$ cat src/eiu_pkg.sv
// Shared constants and types of the external pin interrupt unit.
// Assumes one 25 MHz clock and the CPU's data-space register port.
`default_nettype none

package eiu_pkg;

  // Data-space register offsets.
  localparam logic [7:0] OFS_PC_FLAGS   = 8'h3B;
  localparam logic [7:0] OFS_EXT_FLAGS  = 8'h3C;
  localparam logic [7:0] OFS_EXT_MASK   = 8'h3D;
  localparam logic [7:0] OFS_PC_CTRL    = 8'h68;
  localparam logic [7:0] OFS_SENSE      = 8'h69;
  localparam logic [7:0] OFS_BANK0_MASK = 8'h6B;
  localparam logic [7:0] OFS_BANK1_MASK = 8'h6C;
  localparam logic [7:0] OFS_BANK2_MASK = 8'h6D;

  // I/O instructions see low registers shifted down by this amount.
  localparam logic [7:0] IO_SHIFT = 8'h20;

  // Reset values.
  localparam logic [7:0] RST_REG  = 8'h00;
  localparam logic       PIN_IDLE = 1'b1;

  // Field positions of the sense control register.
  localparam int SENSE0_LSB = 0;
  localparam int SENSE1_LSB = 2;
  localparam int SENSE_W    = 2;

  // Counts of sources and bank widths.
  localparam int PIN_NUM   = 2;
  localparam int BANK_NUM  = 3;
  localparam int BANK0_W   = 8;
  localparam int BANK1_W   = 7;
  localparam int BANK2_W   = 8;
  localparam int IRQ_NUM   = 5;

  // Vector indices of the five requests.
  localparam logic [2:0] VEC_PIN0  = 3'h0;
  localparam logic [2:0] VEC_PIN1  = 3'h1;
  localparam logic [2:0] VEC_BANK0 = 3'h2;
  localparam logic [2:0] VEC_BANK1 = 3'h3;
  localparam logic [2:0] VEC_BANK2 = 3'h4;

  // Trigger selections of a dedicated pin.
  typedef enum logic [1:0] {
    SENSE_LOW  = 2'b00,
    SENSE_ANY  = 2'b01,
    SENSE_FALL = 2'b10,
    SENSE_RISE = 2'b11
  } eiu_sense_type;

  // One register access from the CPU.
  typedef struct packed {
    logic       wrEn;
    logic       rdEn;
    logic       isIo;
    logic [7:0] addr;
    logic [7:0] wdata;
  } eiu_bus_type;

  // Entry of a service routine, from the dispatcher.
  typedef struct packed {
    logic       ack;
    logic [2:0] vec;
  } eiu_ack_type;

endpackage : eiu_pkg

`default_nettype wire

$ cat src/eiu_ext_pin_irq.sv
// Top of the external pin interrupt unit: registers, flags, requests.
// Assumes the CPU register port and dispatcher run on mclk.
//
// Function
// - Any enabled toggle in bank 23:16, 14:8 or 7:0 raises request 4, 3, 2.
// - Pins fire even when driven as outputs, giving software interrupts.
// - Pin changes are seen without a clock to wake from deep sleep.
// - Enabled level mode requests for as long as the pin stays low.
// - Dedicated pin edges are detected only while the I/O clock runs.
// - A low level on a dedicated pin is seen without a clock.
// - A level gone before start-up ends wakes but raises no interrupt.
// - Sense codes: 00 low, 01 any change, 10 falling, 11 rising.
// - Pin 1 sense in bits 3:2, pin 0 in 1:0; needs global and mask.
// - Pin is sampled before edge detection; pulses over one clock fire.
// - Mask bit 1 enables pin 1, bit 0 pin 0; each has own vector.
// - Pin flag sets on edge, clears on service entry or written one.
// - In level mode a pin flag reads as cleared.
// - Bank enables 2:0 gate bank requests with the global flag.
// - Bank flags sit in bits 2:0 of the flag register, reset zero.
// - Low registers also answer at data offset minus 0x20 over I/O.
// - Bank flag sets on enabled change, clears on service or written one.
// - A bank mask bit enables its pin only while the bank is enabled.
`default_nettype none

module eiu_ext_pin_irq (
  // Clock and reset.
  input  wire logic                 mclk,
  input  wire logic                 rst,
  // External pins.
  input  wire logic                 extIrqPinZero,
  input  wire logic                 extIrqPinOne,
  input  wire logic [23:0]          changeWatchInput,
  // CPU side.
  input  wire logic                 statusIntEnable,
  input  wire eiu_pkg::eiu_bus_type regBus,
  input  wire eiu_pkg::eiu_ack_type ack,
  output logic [7:0]                rdData,
  output logic [4:0]                irqRequest,
  // Clockless wake to the power manager.
  output logic                      wakeRequest
);

  // Registers.
  logic [1:0] mask_ff;
  logic [3:0] sense_ff;
  logic [2:0] bankEn_ff;
  logic [7:0] bankMask0_ff;
  logic [6:0] bankMask1_ff;
  logic [7:0] bankMask2_ff;
  logic [1:0] pinFlags_ff;
  logic [2:0] bankFlags_ff;
  logic [7:0] rdData_ff;
  logic [4:0] irq_ff;
  logic [1:0] nxt_mask;
  logic [3:0] nxt_sense;
  logic [2:0] nxt_bankEn;
  logic [7:0] nxt_bankMask0;
  logic [6:0] nxt_bankMask1;
  logic [7:0] nxt_bankMask2;
  logic [1:0] nxt_pinFlags;
  logic [2:0] nxt_bankFlags;
  logic [7:0] nxt_rdData;
  logic [4:0] nxt_irq;

  // Decode and detector results.
  logic [7:0]                  effAddr;
  logic [1:0]                  pinVec;
  logic [1:0]                  levelMode;
  logic [1:0]                  levelLow;
  logic [1:0]                  pinEdge;
  logic [1:0]                  asyncLow;
  logic [1:0]                  pinClr;
  logic [2:0]                  bankHit;
  logic [2:0]                  bankAsync;
  logic [2:0]                  bankClr;
  eiu_pkg::eiu_sense_type      senseSel [eiu_pkg::PIN_NUM];

  ////////////////////////////////////////////////////////////////
  // I/O accesses are moved up into data space before decode.
  assign effAddr = regBus.isIo ? ({2'b00, regBus.addr[5:0]} + eiu_pkg::IO_SHIFT) : regBus.addr;

  assign pinVec      = {extIrqPinOne, extIrqPinZero};
  assign senseSel[0] = eiu_pkg::eiu_sense_type'(sense_ff[eiu_pkg::SENSE0_LSB +: eiu_pkg::SENSE_W]);
  assign senseSel[1] = eiu_pkg::eiu_sense_type'(sense_ff[eiu_pkg::SENSE1_LSB +: eiu_pkg::SENSE_W]);

  ////////////////////////////////////////////////////////////////
  // One sense block per dedicated pin. There is no direction input:
  // the pad level is watched whether or not the port drives it.
  for (genvar p = 0; p < eiu_pkg::PIN_NUM; p++) begin : g_sense
    assign levelMode[p] = (senseSel[p] == eiu_pkg::SENSE_LOW);

    eiu_pin_sense u_sense (
      .mclk     (mclk),
      .rst      (rst),
      .pinRaw   (pinVec[p]),
      .sense    (senseSel[p]),
      .levelLow (levelLow[p]),
      .edgeHit  (pinEdge[p]),
      .asyncLow (asyncLow[p])
    );
  end

  ////////////////////////////////////////////////////////////////
  // Bank watchers; input 15 has no mask bit and is never watched.
  eiu_bank_watch #(.WIDTH(eiu_pkg::BANK0_W)) u_bank0 (
    .mclk        (mclk),
    .rst         (rst),
    .pinsRaw     (changeWatchInput[7:0]),
    .mask        (bankMask0_ff),
    .enable      (bankEn_ff[0]),
    .changeHit   (bankHit[0]),
    .asyncChange (bankAsync[0])
  );

  eiu_bank_watch #(.WIDTH(eiu_pkg::BANK1_W)) u_bank1 (
    .mclk        (mclk),
    .rst         (rst),
    .pinsRaw     (changeWatchInput[14:8]),
    .mask        (bankMask1_ff),
    .enable      (bankEn_ff[1]),
    .changeHit   (bankHit[1]),
    .asyncChange (bankAsync[1])
  );

  eiu_bank_watch #(.WIDTH(eiu_pkg::BANK2_W)) u_bank2 (
    .mclk        (mclk),
    .rst         (rst),
    .pinsRaw     (changeWatchInput[23:16]),
    .mask        (bankMask2_ff),
    .enable      (bankEn_ff[2]),
    .changeHit   (bankHit[2]),
    .asyncChange (bankAsync[2])
  );

  ////////////////////////////////////////////////////////////////
  // Clockless wake: kept off the clocked request path on purpose, so a
  // level gone before start-up ends leaves no request behind.
  assign wakeRequest = (|(asyncLow & mask_ff & levelMode)) | (|bankAsync);

  ////////////////////////////////////////////////////////////////
  // Control registers written by software.
  always_comb begin
    nxt_mask      = mask_ff;
    nxt_sense     = sense_ff;
    nxt_bankEn    = bankEn_ff;
    nxt_bankMask0 = bankMask0_ff;
    nxt_bankMask1 = bankMask1_ff;
    nxt_bankMask2 = bankMask2_ff;
    if (regBus.wrEn) begin
      case (effAddr)
        eiu_pkg::OFS_EXT_MASK:   nxt_mask      = regBus.wdata[1:0];
        eiu_pkg::OFS_SENSE:      nxt_sense     = regBus.wdata[3:0];
        eiu_pkg::OFS_PC_CTRL:    nxt_bankEn    = regBus.wdata[2:0];
        eiu_pkg::OFS_BANK0_MASK: nxt_bankMask0 = regBus.wdata;
        eiu_pkg::OFS_BANK1_MASK: nxt_bankMask1 = regBus.wdata[6:0];
        eiu_pkg::OFS_BANK2_MASK: nxt_bankMask2 = regBus.wdata;
        default:                 nxt_mask      = mask_ff;
      endcase
    end
  end

  always_ff @(posedge mclk or posedge rst) begin
    if (rst) begin
      mask_ff      <= eiu_pkg::RST_REG[1:0];
      sense_ff     <= eiu_pkg::RST_REG[3:0];
      bankEn_ff    <= eiu_pkg::RST_REG[2:0];
      bankMask0_ff <= eiu_pkg::RST_REG;
      bankMask1_ff <= eiu_pkg::RST_REG[6:0];
      bankMask2_ff <= eiu_pkg::RST_REG;
    end else begin
      mask_ff      <= nxt_mask;
      sense_ff     <= nxt_sense;
      bankEn_ff    <= nxt_bankEn;
      bankMask0_ff <= nxt_bankMask0;
      bankMask1_ff <= nxt_bankMask1;
      bankMask2_ff <= nxt_bankMask2;
    end
  end

  ////////////////////////////////////////////////////////////////
  // Flags: a new event beats a clear in the same cycle.
  always_comb begin
    pinClr  = '0;
    bankClr = '0;
    if (regBus.wrEn && effAddr == eiu_pkg::OFS_EXT_FLAGS) begin
      pinClr = regBus.wdata[1:0];
    end
    if (regBus.wrEn && effAddr == eiu_pkg::OFS_PC_FLAGS) begin
      bankClr = regBus.wdata[2:0];
    end
    if (ack.ack) begin
      case (ack.vec)
        eiu_pkg::VEC_PIN0:  pinClr[0]  = 1'b1;
        eiu_pkg::VEC_PIN1:  pinClr[1]  = 1'b1;
        eiu_pkg::VEC_BANK0: bankClr[0] = 1'b1;
        eiu_pkg::VEC_BANK1: bankClr[1] = 1'b1;
        eiu_pkg::VEC_BANK2: bankClr[2] = 1'b1;
        default:            pinClr     = pinClr;
      endcase
    end
    nxt_pinFlags  = (pinEdge | (pinFlags_ff & ~pinClr)) & ~levelMode;
    nxt_bankFlags = bankHit | (bankFlags_ff & ~bankClr);
  end

  always_ff @(posedge mclk or posedge rst) begin
    if (rst) begin
      pinFlags_ff  <= eiu_pkg::RST_REG[1:0];
      bankFlags_ff <= eiu_pkg::RST_REG[2:0];
    end else begin
      pinFlags_ff  <= nxt_pinFlags;
      bankFlags_ff <= nxt_bankFlags;
    end
  end

  ////////////////////////////////////////////////////////////////
  // Requests, one per vector, all gated by the global flag. A level
  // request follows the synced pin and so drops when the pin rises.
  always_comb begin
    for (int p = 0; p < eiu_pkg::PIN_NUM; p++) begin
      nxt_irq[p] = statusIntEnable & mask_ff[p] &
                   (levelMode[p] ? levelLow[p] : pinFlags_ff[p]);
    end
    for (int b = 0; b < eiu_pkg::BANK_NUM; b++) begin
      nxt_irq[eiu_pkg::PIN_NUM + b] = statusIntEnable & bankEn_ff[b] & bankFlags_ff[b];
    end
  end

  ////////////////////////////////////////////////////////////////
  // Read data, one cycle after the read strobe; unmapped reads give 0.
  always_comb begin
    nxt_rdData = rdData_ff;
    if (regBus.rdEn) begin
      case (effAddr)
        eiu_pkg::OFS_PC_FLAGS:   nxt_rdData = {5'h00, bankFlags_ff};
        eiu_pkg::OFS_EXT_FLAGS:  nxt_rdData = {6'h00, pinFlags_ff & ~levelMode};
        eiu_pkg::OFS_EXT_MASK:   nxt_rdData = {6'h00, mask_ff};
        eiu_pkg::OFS_PC_CTRL:    nxt_rdData = {5'h00, bankEn_ff};
        eiu_pkg::OFS_SENSE:      nxt_rdData = {4'h0, sense_ff};
        eiu_pkg::OFS_BANK0_MASK: nxt_rdData = bankMask0_ff;
        eiu_pkg::OFS_BANK1_MASK: nxt_rdData = {1'b0, bankMask1_ff};
        eiu_pkg::OFS_BANK2_MASK: nxt_rdData = bankMask2_ff;
        default:                 nxt_rdData = eiu_pkg::RST_REG;
      endcase
    end
  end

  always_ff @(posedge mclk or posedge rst) begin
    if (rst) begin
      rdData_ff <= eiu_pkg::RST_REG;
      irq_ff    <= '0;
    end else begin
      rdData_ff <= nxt_rdData;
      irq_ff    <= nxt_irq;
    end
  end

  assign rdData     = rdData_ff;
  assign irqRequest = irq_ff;
endmodule : eiu_ext_pin_irq

`default_nettype wire

$ cat src/eiu_pin_sense.sv
// Sense logic of one dedicated interrupt pin.
// Assumes the pin level is sampled on mclk, the I/O clock.
`default_nettype none

module eiu_pin_sense (
  // Clock and reset.
  input  wire logic                   mclk,
  input  wire logic                   rst,
  // Pin and mode.
  input  wire logic                   pinRaw,
  input  wire eiu_pkg::eiu_sense_type sense,
  // Results.
  output logic                        levelLow,
  output logic                        edgeHit,
  output logic                        asyncLow
);

  logic meta_ff;
  logic sync_ff;
  logic prev_ff;
  logic nxt_meta;
  logic nxt_sync;
  logic nxt_prev;

  ////////////////////////////////////////////////////////////////
  // Two-stage synchroniser and one history stage.
  always_comb begin
    nxt_meta = pinRaw;
    nxt_sync = meta_ff;
    nxt_prev = sync_ff;
  end

  always_ff @(posedge mclk or posedge rst) begin
    if (rst) begin
      meta_ff <= eiu_pkg::PIN_IDLE;
      sync_ff <= eiu_pkg::PIN_IDLE;
      prev_ff <= eiu_pkg::PIN_IDLE;
    end else begin
      meta_ff <= nxt_meta;
      sync_ff <= nxt_sync;
      prev_ff <= nxt_prev;
    end
  end

  ////////////////////////////////////////////////////////////////
  // Edges are found only on sampled values, so they need the clock.
  always_comb begin
    case (sense)
      eiu_pkg::SENSE_ANY:  edgeHit = sync_ff ^ prev_ff;
      eiu_pkg::SENSE_FALL: edgeHit = prev_ff & ~sync_ff;
      eiu_pkg::SENSE_RISE: edgeHit = ~prev_ff & sync_ff;
      default:             edgeHit = 1'b0;
    endcase
  end

  // The raw low level wakes the part with no clock at all.
  assign asyncLow = ~pinRaw;
  assign levelLow = ~sync_ff;
endmodule : eiu_pin_sense

`default_nettype wire

$ cat src/eiu_bank_watch.sv
// Change watcher of one bank of pin-change inputs.
// Assumes the inputs are sampled on mclk; the wake output is clockless.
`default_nettype none

module eiu_bank_watch #(
  parameter int WIDTH = 8
) (
  // Clock and reset.
  input  wire logic             mclk,
  input  wire logic             rst,
  // Pins and enables.
  input  wire logic [WIDTH-1:0] pinsRaw,
  input  wire logic [WIDTH-1:0] mask,
  input  wire logic             enable,
  // Results.
  output logic                  changeHit,
  output logic                  asyncChange
);

  logic [WIDTH-1:0] meta_ff;
  logic [WIDTH-1:0] sync_ff;
  logic [WIDTH-1:0] prev_ff;
  logic [WIDTH-1:0] toggled;
  logic [WIDTH-1:0] rawDiff;

  ////////////////////////////////////////////////////////////////
  // Three stages per pin; the first is read only by the second.
  always_ff @(posedge mclk or posedge rst) begin
    if (rst) begin
      meta_ff <= {WIDTH{eiu_pkg::PIN_IDLE}};
      sync_ff <= {WIDTH{eiu_pkg::PIN_IDLE}};
      prev_ff <= {WIDTH{eiu_pkg::PIN_IDLE}};
    end else begin
      meta_ff <= pinsRaw;
      sync_ff <= meta_ff;
      prev_ff <= sync_ff;
    end
  end

  ////////////////////////////////////////////////////////////////
  // Per pin: a masked toggle, and a raw mismatch for clockless wake.
  for (genvar i = 0; i < WIDTH; i++) begin : g_pin
    assign toggled[i] = mask[i] & (sync_ff[i] ^ prev_ff[i]);
    assign rawDiff[i] = mask[i] & (pinsRaw[i] ^ sync_ff[i]);
  end

  // With the clock stopped the synced copy freezes, so any change shows.
  assign changeHit   = enable & (|toggled);
  assign asyncChange = enable & (|rawDiff);
endmodule : eiu_bank_watch

`default_nettype wire

$ cat config.mk
export PLATFORM = sky130hd
export DESIGN_NAME = eiu_ext_pin_irq
export DESIGN_NICKNAME = d
export VERILOG_FILES = /design/src/eiu_pkg.sv /design/src/eiu_ext_pin_irq.sv /design/src/eiu_pin_sense.sv /design/src/eiu_bank_watch.sv
export SDC_FILE = /design/constraint.sdc
export NUM_CORES = 1
export LEC_CHECK = 0
export ABC_CLOCK_PERIOD_IN_PS = 4320
export BUFFER_PORTS_ARGS = -buffer_cell sky130_fd_sc_hd__buf_4
export CORE_MARGIN = 2
export CORE_UTILIZATION = 45
export CTS_CLUSTER_SIZE = 20
export DETAILED_ROUTE_END_ITERATION = 12
export SETUP_SLACK_MARGIN = 0.2
export SYNTH_ARGS = -nofsm -noshare
export SYNTH_HDL_FRONTEND = slang
export SYNTH_SLANG_ARGS = --single-unit
$ cat constraint.sdc
create_clock -name mclk -period 4.32 [get_ports mclk]
set_input_delay 0 -clock mclk [delete_from_list [all_inputs] [get_ports mclk]]
set_output_delay 0 -clock mclk [all_outputs]
set_load 0.03 [all_outputs]
==> results.txt <==
* Largest fanout on the critical path: 3
- Transition time of the tightest slew-check pin: roughly 0.92 ns
* Final number of setup-violating endpoints: 0
- Number of max-slew violations in the final report: 0
- The total count of hold-check failures in the final report came to 0.
* Antenna fix cells: 0
- Crit path kind: reg -> out
* Unique cell type count in the Yosys netlist: 48
- The die covers ~0.012 mm².
- On the final layout, the worst clock skew is approximately 0.0066 ns.
* Worst path top cell family by delay: compound AO/OA/AOI/OAI gates
- The die is approximately 110 µm tall.
* Relative contribution of combinational cells to total power: under 10%
* Fraction of the yosys area taken by sequential cells: about three fifths
- Relative to the synthesized area, the layout overhead comes to 31.1%.
* Count of yosys warnings during synthesis: 0
* Final worst path period need: 2.11 ns
- Clock tree from TritonCTS: yes
* First-pass GRT wire length: 18500 µm
* Critical-path top delay cell: sky130_fd_sc_hd__dfstp_2
- # DRC: 0
* Count of hold-fix buffers inserted at cts: between 40 and 50
* Setup slack at placement: 2.45 ns
- Clock slew at the register clock pins of the worst setup and hold paths: approximately 0.050 ns
* Maximum level of the CTS H-tree: 4
- Max incr delay on CP: 0.55 ns
- Post-synthesis net count: 430
- The initial antenna violation count was 0.
* Number of buffers created by CTS: 17
* Via density per instance: 5.19
- In this run, the clock network consumes 49.5% of the power.
* Number of cells produced by synthesis: ~370
- Starting density of the core: 45.7%
* Total power after layout: about 3000 µW
* Run status: finished clean
* R2r startpoint: u_bank1.sync_ff[0]
- Share of the cycle needed by the critical path after routing: around half
- Row cnt: 39
- Worst setup startpoint: u_bank1.sync_ff[2]
* Top Ports: 66
- Of the cells placed in the final design, the portion with a size suffix greater than 1 is 43.3%.
- Residual antenna-violating net count after detailed routing: 0
- Final setup margin: 2.21 ns
* VDD IR max: 0.325 mV
- Registers take around 0.0032 mm².
- Total leakage power: a little over 0.003 µW
- For this design the ratio of total power to cell area is around 430 mW/mm².
* Synth Area in XOR/XNOR: about 7.7%
* Max Buffers Root-to-Sink: 2
- Half-perimeter wire length after detailed placement: about 7600 µm
* Min-Delay Path Class: in -> reg
- Mapped Avg Cell Area: 13.9 µm²
* Layout fillers: ~900
- Number of enable-type register cells in the synthesized netlist: 0
- Die boundary width: approximately 110 µm
- Async set or reset register ratio after synthesis: 100%
- Area fraction in and, or, nand and nor cells after synthesis: under 10%
- Number of buffer and inverter instances along the worst setup path: 1
* Critical Path End Type: output pin
* Data arrival time of the critical path: roughly 2.1 ns
- In this run the standard cell core region covers ~0.011 mm².
* # Max-Cap Violations: 0
* Cell area after synthesis: 0.00520 mm²
- Walking the worst path, the cells encountered are xor2_1 > a222oi_1 > nand3_1 > a211oi_1 > nand2_1 > buf_4.
- Clock tree synthesis found a total of approximately 130 sinks.
- Maximum number of pins on one net before global-route repair: a little under 80
- Relative slew slack: between 30% and 40%
- #FFs+latches synth: 125
* Internal Power: between 2000 and 2500 µW
- Post-CTS Resized: 0
- By area, the combinational part of the netlist is dominated by compound AO/OA/AOI/OAI gates.
* Post-CTS repair timing setup buffer count: 0
- Grt total ovfl: 0
- In this run the critical register-to-register path is captured at bankFlags_ff[1].
- Share of power burned in registers: around 44%
- Total net switching power: 644 µW
- Switching part of the total: a little over a fifth
- In the synthesized netlist the dominant register cell turns out to be sky130_fd_sc_hd__dfstp_2.
- The final layout contains routed wiring with a total length of about 11000 µm.
* CP required: 4.32 ns
- Total routing usage reported by global routing: 19.3%
- Following the worst setup path forward leads to its endpoint at wakeRequest.
* Worst skew pair latency: 0.41 ns
- Total Nets Final: 542
- Total number of vias: 3331
- Before antenna repair, the detailed router went through 4 iterations.
* Fraction of the mapped netlist area in compound gates: roughly 9.9%
* Stages on the worst setup path: 6
* Initial drt markers: 153
- Of the post-synthesis cell area, the part taken by muxes is a little under a tenth.
- DR WL/cell: ~17 µm
- Buffers placed on the I/O ports in this run total 64.
- Worst setup SP type: flop
* Internal reg-to-reg setup slack: between 2 and 3 ns
- Area share of fa/ha/maj cells after synthesis: less than 1%
* Maximum clock rate: 0.474 GHz
* Cell Count Post-Placement: roughly 570
* Number of non-filler instances in the completed layout: 642
- Clock tree synthesis selected as its root buffer the cell sky130_fd_sc_hd__clkbuf_16.
* Final Wtd Congestion: ~0.78
- Area used by multi-input combinational logic: around 0.0018 mm²
- Register-to-Register Path Depth: 4
- The via count of the first global-routing pass is roughly 3600.
- Setup repair after global routing missed its margin: no
- Total negative slack for setup checks: 0 ns
kinds of logic (layout without fill, tap and decap cells):
| group | Yosys count | count (layout) |
|---|---|---|
| simple gates | 55 | 55 |
| buf+inv | 30 | 155 |
| xor+xnor | 46 | 46 |
| fa+ha+maj | 4 | 4 |
| flops | 125 | 125 |
| mux | 43 | 43 |
| compound gates | 71 | 71 |
power by group through the flow:
stage / registers, µW / logic [µW] / clock network (µW)
final: 1280 / 207 / 1460
after global routing: 1290 / 228 / 1550
after CTS: 1280 / 209 / 1500
after detailed placement: 1300 / 180 / 0
after global placement: 1300 / 178 / 0
after floorplan: 1290 / 103 / 0
worst min-delay path, stage by stage:
cell	delay [ns]
sky130_fd_sc_hd__buf_4	0.10
sky130_fd_sc_hd__nor4b_4	0.10
sky130_fd_sc_hd__o21ai_0	0.09
sky130_fd_sc_hd__a32oi_1	0.10
stage by stage:
stage / util [%] / hold slack [ns] / cell area [µm²]
floorplan: - / 0.00448 / 5200
CTS: 60.0 / 0.00914 / 6820
detailed placement: 50.9 / 0.124 / 5780
global route: 60.0 / 0.0228 / 6820
finish: 60.0 / 0.0359 / 6820
global placement: 50.9 / 0.123 / 5780
cell usage after synthesis (3+ instances only):
| library cell | count | area, µm² |
|---|---|---|
| sky130_fd_sc_hd__buf_4 | 3 | 22.5 |
| sky130_fd_sc_hd__dfrtp_1 | 50 | 1250 |
| sky130_fd_sc_hd__mux2i_1 | 11 | 110 |
| sky130_fd_sc_hd__a21oi_1 | 3 | 15.0 |
| sky130_fd_sc_hd__ha_1 | 4 | 50.1 |
| sky130_fd_sc_hd__a22oi_1 | 21 | 158 |
| sky130_fd_sc_hd__mux2_2 | 31 | 349 |
| sky130_fd_sc_hd__o31ai_1 | 3 | 22.5 |
| sky130_fd_sc_hd__nor2_1 | 8 | 30.0 |
| sky130_fd_sc_hd__dfstp_2 | 75 | 1970 |
| sky130_fd_sc_hd__and3_1 | 8 | 50.1 |
| sky130_fd_sc_hd__inv_1 | 17 | 63.8 |
| sky130_fd_sc_hd__o21ai_0 | 8 | 40.0 |
| sky130_fd_sc_hd__xor2_1 | 46 | 403 |
| sky130_fd_sc_hd__o21a_1 | 4 | 30.0 |
| sky130_fd_sc_hd__buf_6 | 3 | 33.8 |
| sky130_fd_sc_hd__clkbuf_1 | 4 | 15.0 |
| sky130_fd_sc_hd__buf_2 | 3 | 15.0 |
| sky130_fd_sc_hd__o22ai_1 | 12 | 75.1 |
| sky130_fd_sc_hd__nand2_1 | 10 | 37.5 |
| sky130_fd_sc_hd__a32oi_1 | 4 | 35.0 |
| sky130_fd_sc_hd__nand3_1 | 3 | 15.0 |
| sky130_fd_sc_hd__nand4_1 | 7 | 43.8 |
worst min path at each step:
stage | from | to | slack, ns | cells after the start
6_report | regBus[15] | rdData[0] | 0.04 | 4
4_1_cts | regBus[15] | rdData[0] | 0.009 | 4
2_1_floorplan | extIrqPinZero | g_sense[0].u_sense.meta_ff | 0.004 | 0
3_5_place_dp | extIrqPinZero | g_sense[0].u_sense.meta_ff | 0.12 | 1
3_3_place_gp | changeWatchInput[22] | u_bank2.meta_ff[6] | 0.12 | 1
5_1_grt | regBus[15] | rdData[0] | 0.02 | 4
state kept, by name, summed over array words and instances (netlist names), 8 cells and up:
register	flops
bankMask0_ff	8
bankMask2_ff	8
rdData	8
u_bank0.meta_ff	8
u_bank0.prev_ff	8
u_bank0.sync_ff	8
u_bank2.meta_ff	8
u_bank2.prev_ff	8
u_bank2.sync_ff	8
routing by layer:
layer  global-route usage (%)  wire length [µm]  vias up
li1                         -                 -     1571
met1                     25.2              5010     1676
met2                     30.2              5300       67
met4                     8.23               227        0
met3                     5.99               404       17
met5                        0                 0        -
area by class of cell:
| type | instances | share of cell area (%) |
|---|---|---|
| Sequential cell | 125 | 47.3 |
| Multi-Input combinational cell | 219 | 26.8 |
| Timing Repair Buffer | 106 | 13.2 |
| Clock buffer | 19 | 6.81 |
| Tap cell | 143 | 2.62 |
| Clock inverter | 13 | 2.33 |
| Inverter | 17 | 0.973 |
placed cells by master, fill, tap and decap left out, types with 10 or more instances in the layout:
cell type,count
sky130_fd_sc_hd__a22oi_1,21
sky130_fd_sc_hd__mux2i_1,11
sky130_fd_sc_hd__mux2_2,31
sky130_fd_sc_hd__o22ai_1,12
sky130_fd_sc_hd__dlygate4sd3_1,41
sky130_fd_sc_hd__xor2_1,46
sky130_fd_sc_hd__dfstp_2,75
sky130_fd_sc_hd__inv_1,16
sky130_fd_sc_hd__dfrtp_1,50
sky130_fd_sc_hd__nand2_1,10
sky130_fd_sc_hd__clkbuf_16,18
sky130_fd_sc_hd__buf_4,65
No activity file was read; power rests on OpenSTA's default activity.
